[src/core/sfspi_pkg.sv]
// Constants, register map and state encoding for the serial flash pin front end
package sfspi_pkg;

   // Instruction codes the front end reacts to
   localparam logic [7:0] OP_DUAL_READ    = 8'h3b;
   localparam logic [7:0] OP_WRITE_STATUS = 8'h01;

   // Address bytes plus dummy byte ahead of dual output data
   localparam logic [2:0] DUAL_HDR_BYTES  = 3'h4;
   localparam logic [7:0] IDLE_FILL       = 8'hff;
   localparam logic [2:0] LAST_BIT        = 3'h7;
   localparam logic [1:0] LAST_PAIR       = 2'h3;
   localparam logic [2:0] IDX_MAX         = 3'h7;

   localparam int unsigned RX_FIFO_DEPTH  = 32;
   localparam int unsigned RX_FIFO_WIDTH  = 8;

   // Register byte offsets
   localparam logic [7:0] REG_CTRL   = 8'h00;
   localparam logic [7:0] REG_STATUS = 8'h04;
   localparam logic [7:0] REG_RXDATA = 8'h08;
   localparam logic [7:0] REG_TXDATA = 8'h0c;
   localparam logic [7:0] REG_SREG   = 8'h10;
   localparam logic [7:0] REG_OPCODE = 8'h14;

   // Field positions
   localparam int unsigned CTRL_EN_BIT    = 0;
   localparam int unsigned CTRL_OVR_CLR   = 1;
   localparam int unsigned ST_SEL_BIT     = 0;
   localparam int unsigned ST_HOLD_BIT    = 1;
   localparam int unsigned ST_DUAL_BIT    = 2;
   localparam int unsigned ST_RXV_BIT     = 3;
   localparam int unsigned ST_TXF_BIT     = 4;
   localparam int unsigned ST_LOCK_BIT    = 5;
   localparam int unsigned ST_ARMED_BIT   = 6;
   localparam int unsigned ST_OVR_BIT     = 7;
   localparam int unsigned ST_HWPROT_BIT  = 8;
   localparam int unsigned SREG_SRP_BIT   = 7;
   localparam int unsigned SREG_BP_LSB    = 2;
   localparam int unsigned SREG_BP_MSB    = 5;

   // Reset values
   localparam logic       CTRL_EN_RST = 1'b1;
   localparam logic       SRP_RST     = 1'b0;
   localparam logic [3:0] BP_RST      = 4'h0;

   typedef enum logic [4:0] {
      ST_IDLE     = 5'h01,
      ST_OPCODE   = 5'h02,
      ST_BODY     = 5'h04,
      ST_DUAL_HDR = 5'h08,
      ST_DUAL_OUT = 5'h10
   } sfspi_state_t;

endpackage

[src/core/sfspi_top.sv]
// Serial flash SPI pin front end with APB register access
//
// The implementer's own choices: the APB interface to the registers and the address map.
`timescale 1ns/100ps
module sfspi_top #(
   parameter int unsigned FIFO_DEPTH = sfspi_pkg::RX_FIFO_DEPTH,
   parameter int unsigned FIFO_WIDTH = sfspi_pkg::RX_FIFO_WIDTH
) (
   input  wire logic        pclk,
   input  wire logic        presetn,
   input  wire logic        psel,
   input  wire logic        penable,
   input  wire logic        pwrite,
   input  wire logic [7:0]  paddr,
   input  wire logic [31:0] pwdata,
   output logic [31:0]      prdata,
   output logic             pready,
   output logic             pslverr,
   input  wire logic        sck,
   input  wire logic        cs_n,
   input  wire logic        hold_n,
   input  wire logic        wp_n,
   input  wire logic        serial_in_dual_io_zero_in,
   output logic             serial_in_dual_io_zero_out,
   output logic             serial_in_dual_io_zero_oe_n,
   output logic             so_out,
   output logic             so_oe_n,
   input  wire logic        core_busy,
   output logic             standby,
   output logic             array_hw_locked
);

   ////////////////////////////////////////////////////////////////////////////
   // Pin synchronisers
   localparam int unsigned NPIN = 5;
   logic [NPIN-1:0] pin_raw;
   logic [NPIN-1:0] sync1;
   logic [NPIN-1:0] sync2;
   logic            sck_s;
   logic            cs_n_s;
   logic            hold_n_s;
   logic            wp_n_s;
   logic            si_s;

   assign pin_raw = {sck, cs_n, hold_n, wp_n, serial_in_dual_io_zero_in};
   assign {sck_s, cs_n_s, hold_n_s, wp_n_s, si_s} = sync2;

   // Reset low so select must be seen high before any falling edge counts
   for (genvar i = 0; i < NPIN; i++) begin : g_sync
      always_ff @(posedge pclk or negedge presetn) begin
         if (!presetn) begin
            sync1[i] <= 1'b0;
            sync2[i] <= 1'b0;
         end else begin
            sync1[i] <= pin_raw[i];
            sync2[i] <= sync1[i];
         end
      end
   end

   ////////////////////////////////////////////////////////////////////////////
   // Decoding
   function automatic logic is_mapped(input logic [7:0] a);
      return (a == sfspi_pkg::REG_CTRL)   || (a == sfspi_pkg::REG_STATUS) ||
             (a == sfspi_pkg::REG_RXDATA) || (a == sfspi_pkg::REG_TXDATA) ||
             (a == sfspi_pkg::REG_SREG)   || (a == sfspi_pkg::REG_OPCODE);
   endfunction

   ////////////////////////////////////////////////////////////////////////////
   // State
   sfspi_pkg::sfspi_state_t state, next_state;
   logic        sck_q, next_sck_q;
   logic        cs_q, next_cs_q;
   logic        seen_high, next_seen_high;
   logic        hold, next_hold;
   logic [7:0]  rx_sh, next_rx_sh;
   logic [2:0]  rx_cnt, next_rx_cnt;
   logic [2:0]  byte_idx, next_byte_idx;
   logic [7:0]  opcode, next_opcode;
   logic [7:0]  tx_sh, next_tx_sh;
   logic [7:0]  tx_hold, next_tx_hold;
   logic        tx_full, next_tx_full;
   logic [1:0]  dcnt, next_dcnt;
   logic [7:0]  rx_hold, next_rx_hold;
   logic        rx_pend, next_rx_pend;
   logic        overrun, next_overrun;
   logic        status_write_lock_bit, next_srp;
   logic [3:0]  bp, next_bp;
   logic        ctrl_en, next_ctrl_en;
   logic        so_q, next_so_q;
   logic        so_oe_q, next_so_oe_q;
   logic        io0_q, next_io0_q;
   logic        io0_oe_q, next_io0_oe_q;
   logic        standby_q, next_standby_q;
   logic        hwlock_q, next_hwlock_q;
   logic        hwprot_q, next_hwprot_q;
   logic [31:0] prdata_q, next_prdata_q;
   logic        pready_q, next_pready_q;
   logic        pslverr_q, next_pslverr_q;

   logic                  fifo_in_ready;
   logic [FIFO_WIDTH-1:0] fifo_out_data;
   logic                  fifo_out_valid;
   logic                  fifo_pop;

   logic        active;
   logic        rise;
   logic        fall;
   logic        apb_done;
   logic        wr_lock;
   logic        ovr_set;
   logic [7:0]  in_byte;
   logic [7:0]  ld;
   logic [31:0] status_word;

   sfspi_fifo #(
      .WIDTH (FIFO_WIDTH),
      .DEPTH (FIFO_DEPTH)
   ) u_rx_fifo (
      .pclk      (pclk),
      .presetn   (presetn),
      .in_data   (FIFO_WIDTH'(rx_hold)),
      .in_valid  (rx_pend),
      .in_ready  (fifo_in_ready),
      .out_data  (fifo_out_data),
      .out_valid (fifo_out_valid),
      .out_ready (fifo_pop)
   );

   // Serial clock edges count only while selected, armed and not paused
   assign active  = !cs_n_s && !hold && (state != sfspi_pkg::ST_IDLE);
   assign rise    = active && sck_s && !sck_q;
   assign fall    = active && !sck_s && sck_q;
   assign in_byte = {rx_sh[6:0], si_s};
   assign wr_lock = status_write_lock_bit && !wp_n_s;
   assign apb_done = psel && penable && pready_q;
   assign fifo_pop = apb_done && !pwrite && (paddr == sfspi_pkg::REG_RXDATA);

   always_comb begin
      status_word = '0;
      status_word[sfspi_pkg::ST_SEL_BIT]    = !cs_n_s;
      status_word[sfspi_pkg::ST_HOLD_BIT]   = hold;
      status_word[sfspi_pkg::ST_DUAL_BIT]   = (state == sfspi_pkg::ST_DUAL_OUT);
      status_word[sfspi_pkg::ST_RXV_BIT]    = fifo_out_valid;
      status_word[sfspi_pkg::ST_TXF_BIT]    = tx_full;
      status_word[sfspi_pkg::ST_LOCK_BIT]   = hwlock_q;
      status_word[sfspi_pkg::ST_ARMED_BIT]  = seen_high;
      status_word[sfspi_pkg::ST_OVR_BIT]    = overrun;
      status_word[sfspi_pkg::ST_HWPROT_BIT] = hwprot_q;
   end

   ////////////////////////////////////////////////////////////////////////////
   // Next-state logic
   always_comb begin
      next_state     = state;
      next_sck_q     = sck_s;
      next_cs_q      = cs_n_s;
      next_seen_high = seen_high;
      next_hold      = hold;
      next_rx_sh     = rx_sh;
      next_rx_cnt    = rx_cnt;
      next_byte_idx  = byte_idx;
      next_opcode    = opcode;
      next_tx_sh     = tx_sh;
      next_tx_hold   = tx_hold;
      next_tx_full   = tx_full;
      next_dcnt      = dcnt;
      next_rx_hold   = rx_hold;
      next_rx_pend   = rx_pend && !fifo_in_ready;
      next_overrun   = overrun;
      next_srp       = status_write_lock_bit;
      next_bp        = bp;
      next_ctrl_en   = ctrl_en;
      next_so_q      = so_q;
      next_io0_q     = io0_q;
      ld             = tx_full ? tx_hold : sfspi_pkg::IDLE_FILL;
      ovr_set        = 1'b0;

      // Pause follows the pin only while the clock sits low
      if (cs_n_s) begin
         next_hold = 1'b0;
      end else if (!sck_s) begin
         next_hold = !hold_n_s;
      end

      if (cs_n_s) begin
         next_seen_high = 1'b1;
      end

      if (rise && state != sfspi_pkg::ST_DUAL_OUT) begin
         next_rx_sh  = in_byte;
         next_rx_cnt = rx_cnt + 1'b1;
         if (rx_cnt == sfspi_pkg::LAST_BIT) begin
            // Full byte: hand to the FIFO; while a byte still waits, the new byte is lost
            if (next_rx_pend) begin
               next_overrun = 1'b1;
               ovr_set      = 1'b1;
            end else begin
               next_rx_hold = in_byte;
               next_rx_pend = 1'b1;
            end
            if (byte_idx != sfspi_pkg::IDX_MAX) begin
               next_byte_idx = byte_idx + 1'b1;
            end
            case (state)
               sfspi_pkg::ST_OPCODE: begin
                  next_opcode   = in_byte;
                  next_byte_idx = '0;
                  if (in_byte == sfspi_pkg::OP_DUAL_READ) begin
                     next_state = sfspi_pkg::ST_DUAL_HDR;
                  end else begin
                     next_state = sfspi_pkg::ST_BODY;
                  end
               end
               sfspi_pkg::ST_DUAL_HDR: begin
                  if (byte_idx == sfspi_pkg::DUAL_HDR_BYTES - 3'h1) begin
                     next_state = sfspi_pkg::ST_DUAL_OUT;
                     next_dcnt  = '0;
                  end
               end
               sfspi_pkg::ST_BODY: begin
                  if (opcode == sfspi_pkg::OP_WRITE_STATUS && byte_idx == '0 &&
                      !wr_lock) begin
                     next_srp = in_byte[sfspi_pkg::SREG_SRP_BIT];
                     next_bp  = in_byte[sfspi_pkg::SREG_BP_MSB:sfspi_pkg::SREG_BP_LSB];
                  end
               end
               default: begin
               end
            endcase
         end
      end

      if (fall) begin
         if (state == sfspi_pkg::ST_DUAL_OUT) begin
            // Two bits per falling edge, high bit on the output pin
            if (dcnt == '0) begin
               next_so_q    = ld[7];
               next_io0_q   = ld[6];
               next_tx_sh   = {ld[5:0], 2'b00};
               next_tx_full = 1'b0;
            end else begin
               next_so_q  = tx_sh[7];
               next_io0_q = tx_sh[6];
               next_tx_sh = {tx_sh[5:0], 2'b00};
            end
            next_dcnt = (dcnt == sfspi_pkg::LAST_PAIR) ? '0 : dcnt + 1'b1;
         end else if (rx_cnt == '0) begin
            next_so_q  = ld[7];
            next_tx_sh = {ld[6:0], 1'b0};
            if (state == sfspi_pkg::ST_BODY) begin
               next_tx_full = 1'b0;
            end
         end else begin
            next_so_q  = tx_sh[7];
            next_tx_sh = {tx_sh[6:0], 1'b0};
         end
      end

      // Selection starts only on a seen high-to-low select edge
      if (state == sfspi_pkg::ST_IDLE && !cs_n_s && cs_q && seen_high &&
          ctrl_en) begin
         next_state    = sfspi_pkg::ST_OPCODE;
         next_rx_cnt   = '0;
         next_byte_idx = '0;
      end

      // Deselect resets the interface, including during a pause
      if (cs_n_s) begin
         next_state  = sfspi_pkg::ST_IDLE;
         next_rx_cnt = '0;
         next_dcnt   = '0;
      end

      // Register writes land at the completing edge
      if (apb_done && pwrite) begin
         case (paddr)
            sfspi_pkg::REG_CTRL: begin
               next_ctrl_en = pwdata[sfspi_pkg::CTRL_EN_BIT];
               // A new overrun in the same cycle beats the clear
               if (pwdata[sfspi_pkg::CTRL_OVR_CLR] && !ovr_set) begin
                  next_overrun = 1'b0;
               end
            end
            sfspi_pkg::REG_TXDATA: begin
               next_tx_hold = pwdata[7:0];
               next_tx_full = 1'b1;
            end
            sfspi_pkg::REG_SREG: begin
               if (!wr_lock) begin
                  next_srp = pwdata[sfspi_pkg::SREG_SRP_BIT];
                  next_bp  = pwdata[sfspi_pkg::SREG_BP_MSB:sfspi_pkg::SREG_BP_LSB];
               end
            end
            default: begin
            end
         endcase
      end

      next_so_oe_q  = !(!cs_n_s && !next_hold &&
                        (next_state == sfspi_pkg::ST_BODY ||
                         next_state == sfspi_pkg::ST_DUAL_OUT));
      next_io0_oe_q = !(!cs_n_s && !next_hold &&
                        next_state == sfspi_pkg::ST_DUAL_OUT);
      // Internal cycles run on through deselect; standby waits for them
      next_standby_q = cs_n_s && !core_busy;
      next_hwlock_q  = wr_lock;
      next_hwprot_q  = wr_lock && (bp != '0);

      // One wait state so every bus output comes from a flop
      next_pready_q  = psel && penable && !pready_q;
      next_pslverr_q = pslverr_q;
      next_prdata_q  = prdata_q;
      if (psel && penable && !pready_q) begin
         next_pslverr_q = !is_mapped(paddr);
         next_prdata_q  = '0;
         if (!pwrite) begin
            case (paddr)
               sfspi_pkg::REG_CTRL:   next_prdata_q[sfspi_pkg::CTRL_EN_BIT] = ctrl_en;
               sfspi_pkg::REG_STATUS: next_prdata_q = status_word;
               sfspi_pkg::REG_RXDATA: begin
                  // Empty queue reads as zero, never stale storage
                  if (fifo_out_valid) begin
                     next_prdata_q[7:0] = 8'(fifo_out_data);
                  end
               end
               sfspi_pkg::REG_TXDATA: next_prdata_q[7:0] = tx_hold;
               sfspi_pkg::REG_SREG: begin
                  next_prdata_q[sfspi_pkg::SREG_SRP_BIT] = status_write_lock_bit;
                  next_prdata_q[sfspi_pkg::SREG_BP_MSB:sfspi_pkg::SREG_BP_LSB] = bp;
               end
               sfspi_pkg::REG_OPCODE: next_prdata_q[7:0] = opcode;
               default:               next_prdata_q = '0;
            endcase
         end
      end else if (!psel) begin
         next_pslverr_q = 1'b0;
      end
   end

   ////////////////////////////////////////////////////////////////////////////
   // Registers
   always_ff @(posedge pclk or negedge presetn) begin
      if (!presetn) begin
         state     <= sfspi_pkg::ST_IDLE;
         sck_q     <= 1'b0;
         cs_q      <= 1'b0;
         seen_high <= 1'b0;
         hold      <= 1'b0;
         rx_sh     <= '0;
         rx_cnt    <= '0;
         byte_idx  <= '0;
         opcode    <= '0;
         tx_sh     <= '0;
         tx_hold   <= '0;
         tx_full   <= 1'b0;
         dcnt      <= '0;
         rx_hold   <= '0;
         rx_pend   <= 1'b0;
         overrun   <= 1'b0;
         status_write_lock_bit       <= sfspi_pkg::SRP_RST;
         bp        <= sfspi_pkg::BP_RST;
         ctrl_en   <= sfspi_pkg::CTRL_EN_RST;
         so_q      <= 1'b0;
         so_oe_q   <= 1'b1;
         io0_q     <= 1'b0;
         io0_oe_q  <= 1'b1;
         standby_q <= 1'b0;
         hwlock_q  <= 1'b0;
         hwprot_q  <= 1'b0;
         prdata_q  <= '0;
         pready_q  <= 1'b0;
         pslverr_q <= 1'b0;
      end else begin
         state     <= next_state;
         sck_q     <= next_sck_q;
         cs_q      <= next_cs_q;
         seen_high <= next_seen_high;
         hold      <= next_hold;
         rx_sh     <= next_rx_sh;
         rx_cnt    <= next_rx_cnt;
         byte_idx  <= next_byte_idx;
         opcode    <= next_opcode;
         tx_sh     <= next_tx_sh;
         tx_hold   <= next_tx_hold;
         tx_full   <= next_tx_full;
         dcnt      <= next_dcnt;
         rx_hold   <= next_rx_hold;
         rx_pend   <= next_rx_pend;
         overrun   <= next_overrun;
         status_write_lock_bit       <= next_srp;
         bp        <= next_bp;
         ctrl_en   <= next_ctrl_en;
         so_q      <= next_so_q;
         so_oe_q   <= next_so_oe_q;
         io0_q     <= next_io0_q;
         io0_oe_q  <= next_io0_oe_q;
         standby_q <= next_standby_q;
         hwlock_q  <= next_hwlock_q;
         hwprot_q  <= next_hwprot_q;
         prdata_q  <= next_prdata_q;
         pready_q  <= next_pready_q;
         pslverr_q <= next_pslverr_q;
      end
   end

   assign prdata                      = prdata_q;
   assign pready                      = pready_q;
   assign pslverr                     = pslverr_q;
   assign so_out                      = so_q;
   assign so_oe_n                     = so_oe_q;
   assign serial_in_dual_io_zero_out  = io0_q;
   assign serial_in_dual_io_zero_oe_n = io0_oe_q;
   assign standby                     = standby_q;
   assign array_hw_locked             = hwprot_q;
endmodule

[src/core/sfspi_fifo.sv]
// Flip-flop FIFO with valid/ready on both sides
`timescale 1ns/100ps
module sfspi_fifo #(
   parameter int unsigned WIDTH = 8,
   parameter int unsigned DEPTH = 32
) (
   input  wire logic             pclk,
   input  wire logic             presetn,
   input  wire logic [WIDTH-1:0] in_data,
   input  wire logic             in_valid,
   output logic                  in_ready,
   output logic [WIDTH-1:0]      out_data,
   output logic                  out_valid,
   input  wire logic             out_ready
);
   localparam int unsigned AW = (DEPTH > 1) ? $clog2(DEPTH) : 1;
   localparam logic [AW:0] FULL_CNT = DEPTH[AW:0];
   localparam logic [AW-1:0] LAST_IDX = AW'(DEPTH - 1);

   logic [WIDTH-1:0] mem [DEPTH];
   logic [AW-1:0]    wr_idx;
   logic [AW-1:0]    rd_idx;
   logic [AW:0]      count;
   logic [AW-1:0]    next_wr_idx;
   logic [AW-1:0]    next_rd_idx;
   logic [AW:0]      next_count;
   logic             do_wr;
   logic             do_rd;

   assign in_ready  = (count != FULL_CNT);
   assign out_valid = (count != '0);
   assign out_data  = mem[rd_idx];

   always_comb begin
      do_wr       = in_valid & in_ready;
      do_rd       = out_valid & out_ready;
      next_wr_idx = wr_idx;
      next_rd_idx = rd_idx;
      next_count  = count;
      if (do_wr) begin
         next_wr_idx = (wr_idx == LAST_IDX) ? '0 : wr_idx + 1'b1;
      end
      if (do_rd) begin
         next_rd_idx = (rd_idx == LAST_IDX) ? '0 : rd_idx + 1'b1;
      end
      if (do_wr && !do_rd) begin
         next_count = count + 1'b1;
      end else if (do_rd && !do_wr) begin
         next_count = count - 1'b1;
      end
   end

   always_ff @(posedge pclk or negedge presetn) begin
      if (!presetn) begin
         wr_idx <= '0;
         rd_idx <= '0;
         count  <= '0;
      end else begin
         wr_idx <= next_wr_idx;
         rd_idx <= next_rd_idx;
         count  <= next_count;
      end
   end

   // Storage needs no reset; only entries below count are ever read out
   always_ff @(posedge pclk) begin
      if (do_wr) begin
         mem[wr_idx] <= in_data;
      end
   end
endmodule

[config.mk]
export PLATFORM = sky130hd
export DESIGN_NAME = sfspi_top
export DESIGN_NICKNAME = d
export VERILOG_FILES = /design/src/core/sfspi_pkg.sv /design/src/core/sfspi_top.sv /design/src/core/sfspi_fifo.sv
export SDC_FILE = /design/constraint.sdc
export NUM_CORES = 1
export LEC_CHECK = 0
export ABC_AREA = 1
export BUFFER_PORTS_ARGS = -buffer_cell sky130_fd_sc_hd__buf_2
export CAP_MARGIN = 20
export CORE_UTILIZATION = 56
export CTS_BUF_LIST = sky130_fd_sc_hd__clkbuf_4 sky130_fd_sc_hd__clkbuf_8
export DETAILED_ROUTE_END_ITERATION = 7
export HOLD_SLACK_MARGIN = 0.03
export MAX_ROUTING_LAYER = met4
export PLACE_DENSITY = 0.74
export SYNTH_ARGS = -nofsm -noshare
export SYNTH_HDL_FRONTEND = slang
export SYNTH_SLANG_ARGS = --single-unit
[constraint.sdc]
create_clock -name pclk -period 3.19 [get_ports pclk]
set_input_delay 0.638 -clock pclk [delete_from_list [all_inputs] [get_ports pclk]]
set_output_delay 0.638 -clock pclk [all_outputs]
set_load 0.01 [all_outputs]
; After elaboration in Yosys (flattened, before gate mapping)
; Memories as Yosys holds them, arrays and structs flattened.
; Cells that the tools add are included.
[totals]
ram_bits = 256
register_bits = 132
latch_bits = 0
n_memories = 1
in_bits = 51
romBits = 0
output_inout_bits = 40
[op_classes]
reduce_logical = 70
n_div = 0
n_bitwise = 3
mux = 81
n_eq_ne = 24
shifts = 0
add_sub_neg = 7
order_cmp = 0
multipliers = 0
[memory_table]
columns = name, depth, word_bits, rd, rd_ports_with_merged_regs, write_ports, line_no
row1 = u_rx_fifo.mem, 32, 8, 1, 0, 1, sfspi_fifo.sv:20  ; logic [WIDTH-1:0] mem [DEPTH];
[op_table]
columns = op, count
row1 = $mux 8, 5
row2 = $mux 1, 36
row3 = $mux 5, 7
row4 = $mux 4, 8
row5 = $logic_and 1x1->1, 29
row6 = $mux 3, 8
row7 = $eq 5x5->1 const B, 4
row8 = $pmux 4 s5, 1
row9 = $logic_not 1->1, 18
row10 = $eq 8x4->1 const B, 2
row11 = $eq 8x5->1 const B, 2
row12 = $mux 2, 8
row13 = $mux 6, 2
row14 = $add 5x1->5 const B, 2
row15 = $eq 5x3->1 const B, 2
row16 = $pmux 1 s5, 2
row17 = $pmux 5 s2, 1
row18 = $mux 9, 1
row19 = $reduce_and 3->1, 3
row20 = $eq 8x1->1 const B, 1
row21 = $eq 8x3->1 const B, 1
row22 = $eq 8x6->1 const B, 1
row23 = $logic_not 8->1, 1
row24 = $pmux 1 s4, 2
row25 = 25 further kinds, 38

; Logic depth before layout (Yosys ltp)
; Gate-level depths: netlist of the first run.
[depth]
word_depth = 13
ltp_mapped = 19
mapped_depth_nobuf = 18

; Cells and area by module
; Synthesis of the first run repeated with hierarchy kept, for this count alone.
[unflattened]
cells_unflattened = 1600
hier_area_um2 = 16439.5
[by_module_without_submodules]
columns = mod, n_inst, area_per_inst_um2, cells_per_inst, seq_area_each_um2
row1 = sfspi_fifo, 1, 11611.1, 1037, 8087.8
row2 = sfspi_top, 1, 4828.4, 563, 2307.2

; Least setup slack after synthesis of the first run
; OpenSTA, ideal clock, no wires.
[synth_timing]
path_type = input -> register
from = in paddr[7]
to = reg u_rx_fifo.count[5]
setup_slack_ps = 245
required_time_ps = 3111
path_buffers = 1
path_stages = 19
arrival_time_ps = 2866
cell_sequence = nor2_1 -> nand3_1 -> nor3_2 -> inv_1 -> nor2_2 -> and2_1 -> buf_6 -> nand2_4 -> ha_1 -> inv_1 -> ha_1 -> nand3_1 -> nand3_1 -> nand2_1 -> nand2_1 -> a21oi_1 -> o21ai_0 -> a21oi_1 -> xor2_1
[synth_between]
elab_chain_len = 6
[synth_lines]
columns = item, line_no
row1 = "start, declared", sfspi_top.sv:14  ; input wire logic [7:0] paddr,
row2 = $eq 8x4->1 *, sfspi_top.sv:137  ; assign fifo_pop = apb_done && !pwrite && (paddr == sfspi_pkg::REG_RXDATA);
row3 = $logic_and 1x1->1 *, sfspi_top.sv:137
row4 = $and 1x1->1 *, sfspi_fifo.sv:36  ; do_rd = out_valid & out_ready;
row5 = $logic_not 1->1, sfspi_fifo.sv:46  ; if (do_wr && !do_rd) begin
row6 = $logic_and 1x1->1, sfspi_fifo.sv:46
row7 = $mux 6 / $reduce_bool 2->1 (equally long branches), --
row8 = "end signal, assigned", sfspi_fifo.sv:61  ; count <= next_count;
row9 = "end, declared", sfspi_fifo.sv:23  ; logic [AW:0] count;
; Mark *: on every way between the ends. The rest lies on a longest branch, timed or not.
; A chain may end at the register's enable or synchronous reset.

; Worst setup path after layout of the first run
[layout_timing]
from = reg u_rx_fifo.count[0]
to = reg u_rx_fifo.count[5]
[layout_between]
elab_chain_len = 5
[layout_lines]
columns = item, line_no
row1 = $ne 6x6->1 *, sfspi_fifo.sv:30  ; assign in_ready = (count != FULL_CNT);
row2 = $and 1x1->1 *, sfspi_fifo.sv:35  ; do_wr = in_valid & in_ready;
row3 = net u_rx_fifo.do_wr, sfspi_fifo.sv:27  ; logic do_wr;
row4 = $logic_not 1->1, sfspi_fifo.sv:48  ; end else if (do_rd && !do_wr) begin
row5 = $logic_and 1x1->1, sfspi_fifo.sv:48
row6 = $reduce_bool 2->1 (no line), --
; The timed path passes the listed nets; every way through them passes the cells marked *. The select of a mux whose other input is x is not followed.

==> results of run 1 <==
worst reg2reg max path: stages (launching register included):
cell,delay [ps]
dfrtp_1,430
nor2_1,140
nand3_1,80
nor2_1,190
nand2_1,80
nand2_1,160
clkinv_1,120
ha_1,220
inv_1,140
ha_1,290
nand3_1,90
nand3_1,80
nand2_1,90
nand2_1,60
a21oi_1,160
o21ai_0,100
a21oi_1,170
xor2_1,160
layer usage:
layer | GRT usage | wire length (µm) | vias up
met3 | 0.0433 | 2650 | 90
li1 | - | - | 5264
met5 | - | 0 | -
met4 | 0.104 | 1190 | 0
met1 | 0.338 | 15000 | 5398
met2 | 0.407 | 17300 | 431
logic make-up (layout without fill, tap and decap cells):
kind of cell | Yosys count | after routing
AO/OA/AOI/OAI | 304 | 304
XOR/XNOR | 2 | 2
adder cells (fa/ha/maj) | 22 | 22
buffers and inverters | 214 | 319
flip-flops | 364 | 364
multiplexers | 1 | 1
other | 1 | 23
AND/OR/NAND/NOR | 578 | 578
metrics by stage:
stage	instances	TNS, ps	worst slack (ps)	hold slack [ps]	util
after floorplan	1508	0	245	331	-
after global placement	1885	0	56.9	333	0.594
after detailed placement	1885	-35.0	-35.0	336	0.594
after CTS	1988	0	424	109	0.636
after global routing	1991	0	105	131	0.639
final	1991	0	375	88.7	0.639
power groups by stage:
stage,logic (W),clock network [W],registers [W]
global route,0.000159,0.00418,0.00504
CTS,0.000142,0.00397,0.00504
floorplan,0.0000901,0,0.00513
finish,0.000140,0.00393,0.00504
global placement,0.000138,0,0.00513
detailed placement,0.000141,0,0.00513
state kept, by name, summed over array words and instances (netlist names), 6 cells and up:
name and flops:
u_rx_fifo.count 6, rx_sh 7, tx_hold 8, opcode 8, prdata 9, u_rx_fifo.mem 256
tx_sh 7, rx_hold 8
layout by cell type, fill, tap and decap left out, drive strengths merged, types with 3 or more instances in the layout:
master | synthesis | layout
edfxtp | 256 | 256
nor2 | 225 | 225
nand2 | 212 | 212
o21ai | 193 | 193
inv | 123 | 123
nand3 | 105 | 105
dfrtp | 104 | 104
buf | 61 | 89
clkbuf | 26 | 87
o211ai | 60 | 60
a21oi | 34 | 34
conb | 1 | 23
ha | 21 | 21
clkinv | 4 | 17
nor3 | 10 | 10
nand4 | 9 | 9
or2 | 8 | 8
o22ai | 6 | 6
o221ai | 6 | 6
dfstp | 4 | 4
nor4 | 3 | 3
worst max-delay path by stage:
stage                       startpoint                 end  slack (ps)  depth (start not counted)
global placement              paddr[7]  u_rx_fifo.count[5]          60                         19
CTS                 u_rx_fifo.count[0]  u_rx_fifo.count[5]         420                         17
detailed placement            paddr[7]  u_rx_fifo.count[5]         -40                         19
finish              u_rx_fifo.count[0]  u_rx_fifo.count[5]         380                         17
floorplan                     paddr[7]  u_rx_fifo.count[5]         240                         19
global route        u_rx_fifo.count[0]  u_rx_fifo.count[5]         110                         17
cells in the mapped netlist, drive strengths merged (2+ instances only):
master and instances:
o21ai 193, o211ai 60, buf 61, o221ai 6
o31ai 2, a31oi 2, and2 2, nor3b 2
dfrtp 104, edfxtp 256, clkinv 4, nor2 225
a21oi 34, o22ai 6, nor3 10, nand3 105
nand4 9, nor4 3, nand2 212, dfstp 4
clkbuf 26, ha 21, or2 8, inv 123
layout make-up:
cell class              count  area share
flip-flops and latches    364       0.585
repair buffers             89      0.0371
well taps                 378      0.0266
clock buffers              87      0.0596
inverters                 127      0.0269
multi-input cells         930       0.259
clock inverters            16     0.00584
==> metrics.md, run 1 <==
| Metric | Value |
|---|---|
| Status | `completed` |
| Slowest Stage Delay on Critical Path | `430 ps` |
| Number of synthesized flops with an enable pin | `256` |
| Final Wtd Congestion | `0.901` |
| Final period utilization | `0.882` |
| Initial Util | `0.572` |
| Fin crit period | `~2800 ps` |
| # hold bufs at CTS | `0` |
| Syn-to-layout area delta | `11.7%` |
| Combinational power share | `0.015` |
| Sequential group share of total power | `0.553` |
| First-pass GRT wire length | `55.6 mm` |
| Share of cells above drive strength 1 | `0.139` |
| Syn. warnings | `0` |
| Simple-Gate Fraction of Synth Area | `0.157` |
| Post-synthesis cell type count | `50` |
| Final-layout fill cell count | `2,187` |
| Largest family of logic cells by synthesized area | `simple AND/OR/NAND/NOR gates` |
| IO buf count | `43` |
| Top FF cell, synth | `edfxtp_1` |
| Fmax | `approximately 0.36 GHz` |
| # diodes | `0` |
| Die span in x | `171 µm` |
| R2r setup slk | `380 ps` |
| Reg clk slew, reported paths | `60 ps` |
| Dpl hpwl | `22.6 mm` |
| Adder-Cell Fraction of Synth Area | `0.0178` |
| Initial DRC Count | `1,215` |
| Drt drc | `0` |
| Worst EP arrival | `around 3300 ps` |
| Design Power | `0.00911 W` |
| Antenna violations before repair | `0` |
| CP dominant cell by count | `nand2_1` |
| TritonCTS clock tree | `built` |
| Largest delay contributor family on the critical path | `simple AND/OR/NAND/NOR gates` |
| H-tree Lvls | `2` |
| CTS root buffer | `clkbuf_8` |
| Drt pass-1 iters | `5` |
| Synth Area per Inst | `10.7 µm²` |
| Clock skew | `25.2 ps` |
| Die Y-Extent | `171 µm` |
| CP Max Fanout | `5` |
| Clock sinks | `364` |
| Post-synthesis compound-gate area fraction | `0.108` |
| Tot GR Track Use | `0.259` |
| Number of buffers and inverters on the critical path | `2` |
| Critical path, cell by cell | `nor2_1 > nand3_1 > nor2_1 > nand2_1 > nand2_1 > clkinv_1 > ha_1 > inv_1 > ha_1 > nand3_1 > nand3_1 > nand2_1 > nand2_1 > a21oi_1 > o21ai_0 > a21oi_1 > xor2_1` |
| Multi-input gate area | `between 0.004 and 0.005 mm²` |
| Asr flop ratio synth | `0.297` |
| Syn Inst Count | `1,486` |
| Yosys top cell area share | `0.483` |
| I/O pin count | `91` |
| Crit end category | `register` |
| Total gr overflow | `0` |
| RSZ-0062 raised after global routing | `false` |
| Slowest CP cell | `dfrtp_1` |
| Fin area | `0.0178 mm²` |
| Slew HR | `0.273` |
| DP Area | `0.0165 mm²` |
| Critical path class | `register to register` |
| Synth area leaders | `edfxtp_1 (48%), dfrtp_1 (16%), o21ai_0 (5.3%), nor2_1 (5.2%), nand2_1 (4.9%)` |
| XOR/XNOR Fraction of Synth Area | `0.00110` |
| P_sw | `around 0.0019 W` |
| DRT antenna net count | `0` |
| Mapped Area | `0.0159 mm²` |
| Max Cap Viol | `0` |
| Max Slew Vio Count | `0` |
| # resized after CTS | `0` |
| Power share of the clock group | `0.432` |
| Final-stage net count | `about 1,600` |
| Int Pwr | `about 0.0073 W` |
| Final hold vios | `0` |
| Routed WL per cell | `18.1 µm` |
| Power per cell area | `512 mW/mm²` |
| Max VDD drop | `about 320 µV` |
| CP Data Required Time | `approximately 3700 ps` |
| Vias in the first global route | `10,500` |
| R2R Path Start | `u_rx_fifo.count[0]` |
| Worst slew pin tran | `1090 ps` |
| Critical R2R Capture | `u_rx_fifo.count[5]` |
| Yosys top cell by area | `edfxtp_1` |
| Pin count of the biggest net entering global routing | `139` |
| Yosys reg bits | `364` |
| CTS Buf Count | `56` |
| Leakage | `about 7.1 nW` |
| Worst R2R Path Depth | `17` |
| Clk_lat worst skew | `600 ps` |
| Longest Clk Path Bufs | `3` |
| Hold crit path type | `input port to async pin` |
| Row count | `slightly above 60` |
| Core Area | `between 0.02 and 0.03 mm²` |
| Die ar. | `0.0291 mm²` |
| Via/cell ratio | `between 5 and 6` |
| Post-CTS Setup Bufs | `0` |
| Register area | `0.0104 mm²` |
| Final WL | `36.1 mm` |
| Setup violations, final | `0` |
| Mux share of post-synthesis cell area | `0.000707` |
| Sequential element share of the synthesized area | `0.653` |
| Switching Fraction | `0.204` |
| Vias | `11,200` |
| CP startpoint kind | `register` |
(Power assumes the default switching activity.)
==> run 2: changes to the inputs <==
- CORE_MARGIN: unset -> 10
==> run 2 against run 1 <==
Cell area decreased by 0.30%. Total power decreased by 1.6%. Global-route usage is 5.0 points lower. Worst setup slack gained 13 ps. Utilization is 0.37 points lower. Hold slack improved by 6.7 ps. Via count is 0.52% lower. Die area up 22%.
==> metrics.md, run 2 (same netlist as run 1, synthesis figures left out) <==
| Metric | Value |
|---|---|
| GR peak layer | `met2` |
| Slowest CP cell | `dfrtp_1` |
| Vias in the first global route | `10,900 (+4.2%)` |
| TritonCTS clock tree | `built` |
| DP Area | `0.0166 mm² (+0.21%)` |
| Critical path class | `register to register` |
| Crit end category | `register` |
| Fmax | `0.357 GHz (+0.48%)` |
| Combinational power share | `0.016 (about the same)` |
| Setup slack after layout | `389 ps (+13.5 ps)` |
| Most flop-heavy register | `u_rx_fifo.mem` |
| Drt pass-1 iters | `5 (unchanged)` |
| Worst slew pin tran | `970 ps (-121 ps)` |
| Longest Clk Path Bufs | `3 (unchanged)` |
| Slowest Stage Delay on Critical Path | `420 ps (about the same)` |
| Hold slack | `95.4 ps (+6.66 ps)` |
| IO buf count | `43 (unchanged)` |
| Final Wtd Congestion | `0.884 (-1.8%)` |
| Worst EP arrival | `3310 ps (-20 ps)` |
| Tot GR Track Use | `0.209 (-0.0502)` |
| Post-CTS Setup Bufs | `0 (unchanged)` |
| Max reg flops | `256 (unchanged)` |
| Slew HR | `0.354 (+0.0808)` |
| Initial DRC Count | `1,113 (-8.4%)` |
| Number of buffers and inverters on the critical path | `2 (unchanged)` |
| Clk_lat worst skew | `600 ps (about the same)` |
| Power per cell area | `506 mW/mm² (-1.3%)` |
| Final hold vios | `0 (unchanged)` |
| CTS Buf Count | `56 (unchanged)` |
| Fin crit period | `2800 ps (-13.5 ps)` |
| DRT antenna net count | `0 (unchanged)` |
| Layout Utilization | `0.635 (-0.00367)` |
| Int Pwr | `0.00715 W (-1.4%)` |
| # diodes | `0 (unchanged)` |
| Clock skew | `38.2 ps (+13.0 ps)` |
| Critical path, cell by cell | `nor2_1 > nand3_1 > nor2_1 > nand2_1 > nand2_1 > clkinv_1 > ha_1 > inv_1 > ha_1 > nand3_1 > nand3_1 > nand2_1 > nand2_1 > a21oi_1 > o21ai_0 > a21oi_1 > xor2_1` |
| Final WL | `36.5 mm (+1.1%)` |
| Initial Util | `0.570 (-0.00156)` |
| DP Worst Slack | `-83.9 ps (-48.8 ps)` |
| Die ar. | `0.0356 mm² (+22%)` |
| CTS root buffer | `clkbuf_8` |
| Via/cell ratio | `5.59 (-0.52%)` |
| Final period utilization | `0.878 (-0.00422)` |
| WP depth | `17 (unchanged)` |
| Die span in x | `189 µm (+11%)` |
| Hold crit path type | `input port to async pin` |
| Drt drc | `0 (unchanged)` |
| Routed WL per cell | `18.3 µm (+1.1%)` |
| Largest delay contributor family on the critical path | `simple AND/OR/NAND/NOR gates` |
| Clock sinks | `364 (unchanged)` |
| Leakage | `7.03 nW (-0.58%)` |
| I/O pin count | `91 (unchanged)` |
| CP Max Fanout | `5 (unchanged)` |
| First-pass GRT wire length | `58.2 mm (+4.6%)` |
| Met3 GRT Util | `0.0332 (-0.0100)` |
| Die Y-Extent | `189 µm (+11%)` |
| P_sw | `0.00181 W (-2.3%)` |
| CP dominant cell by count | `nand2_1` |
| Switching Fraction | `0.202 (-0.00146)` |
| Sequential group share of total power | `0.562 (+0.009)` |
| Share of cells above drive strength 1 | `0.135 (-0.00372)` |
| Max Cap Viol | `0 (unchanged)` |
| # resized after CTS | `0 (unchanged)` |
| GR Layer Usage met2 | `0.335 (-0.0716)` |
| Commonest non-fill, non-tap cell in the layout | `edfxtp_1` |
| Max Slew Vio Count | `0 (unchanged)` |
| Antenna violations before repair | `0 (unchanged)` |
| Max VDD drop | `305 µV (-4.0%)` |
| Row count | `61 (unchanged)` |
| Reg clk slew, reported paths | `60 ps (about the same)` |
| Pin count of the biggest net entering global routing | `139 (unchanged)` |
| Final-stage net count | `1,642 (+0.061%)` |
| H-tree Lvls | `2 (unchanged)` |
| Syn-to-layout area delta | `11.4%` |
| Power share of the clock group | `0.422 (-0.010)` |
| Status | `completed` |
| # hold bufs at CTS | `0 (unchanged)` |
| RSZ-0062 raised after global routing | `false` |
| Worst R2R Path Depth | `17 (unchanged)` |
| Fin area | `0.0177 mm² (-0.30%)` |
| Vias | `11,100 (-0.52%)` |
| Core Area | `0.0279 mm² (+0.27%)` |
| GR met1 Demand/Resource | `0.269 (-0.0687)` |
| Commonest non-fill, non-tap cells in the layout | `edfxtp_1 (256), nor2_1 (220), nand2_1 (208), o21ai_0 (170), inv_1 (117)` |
| Total gr overflow | `0 (unchanged)` |
| CP startpoint kind | `register` |
| CP Data Required Time | `3700 ps (about the same)` |
| Dpl hpwl | `23.5 mm (+3.9%)` |
| Setup violations, final | `0 (unchanged)` |
-- run 2: through the flow --
| stage | setup TNS [ps] | total power, W | std cells |
|---|---|---|---|
| after floorplan | 0 | 0.00522 | 1508 |
| after global placement | 0 | 0.00527 | 1886 |
| after detailed placement | -83.9 | 0.00527 | 1887 |
| after CTS | 0 | 0.00903 | 1989 |
| after global routing | 0 | 0.00926 | 1991 |
| final | 0 | 0.00897 | 1991 |
-- run 2: power by group through the flow --
stage | registers [W] | logic [W] | clock network [W]
after floorplan | 0.00513 | 0.0000901 | 0
after global placement | 0.00513 | 0.000138 | 0
after detailed placement | 0.00513 | 0.000140 | 0
after CTS | 0.00504 | 0.000141 | 0.00385
after global routing | 0.00504 | 0.000160 | 0.00406
final | 0.00504 | 0.000140 | 0.00379
-- run 2: path summary, 6_finish.rpt --
check                                   start                  to  slack, ps
min                                   presetn           prdata[7]        100
min in group pclk                         sck            sync1[4]        160
max reg2reg                u_rx_fifo.count[0]  u_rx_fifo.count[5]        390
max                        u_rx_fifo.count[0]  u_rx_fifo.count[5]        390
max in group asynchronous             presetn            state[0]       2290
min reg2reg                          sync1[2]            hold_n_s        350
-- run 2: area by class of cell --
cell class                 count  area (µm²)
clock buffer                  84        1010
clock inverter                18         109
timing repair buffer          90         656
inverter                     127         479
fill                        2206       10200
tap                          378         473
multi-input combinational    930        4610
sequential                   364       10400
-- run 2: routing by layer --
layer  vias up  routed length, µm
met2       380              18100
met1      5410              15500
met5         -                  0
met3        72               2180
li1       5263                  -
met4         0                804
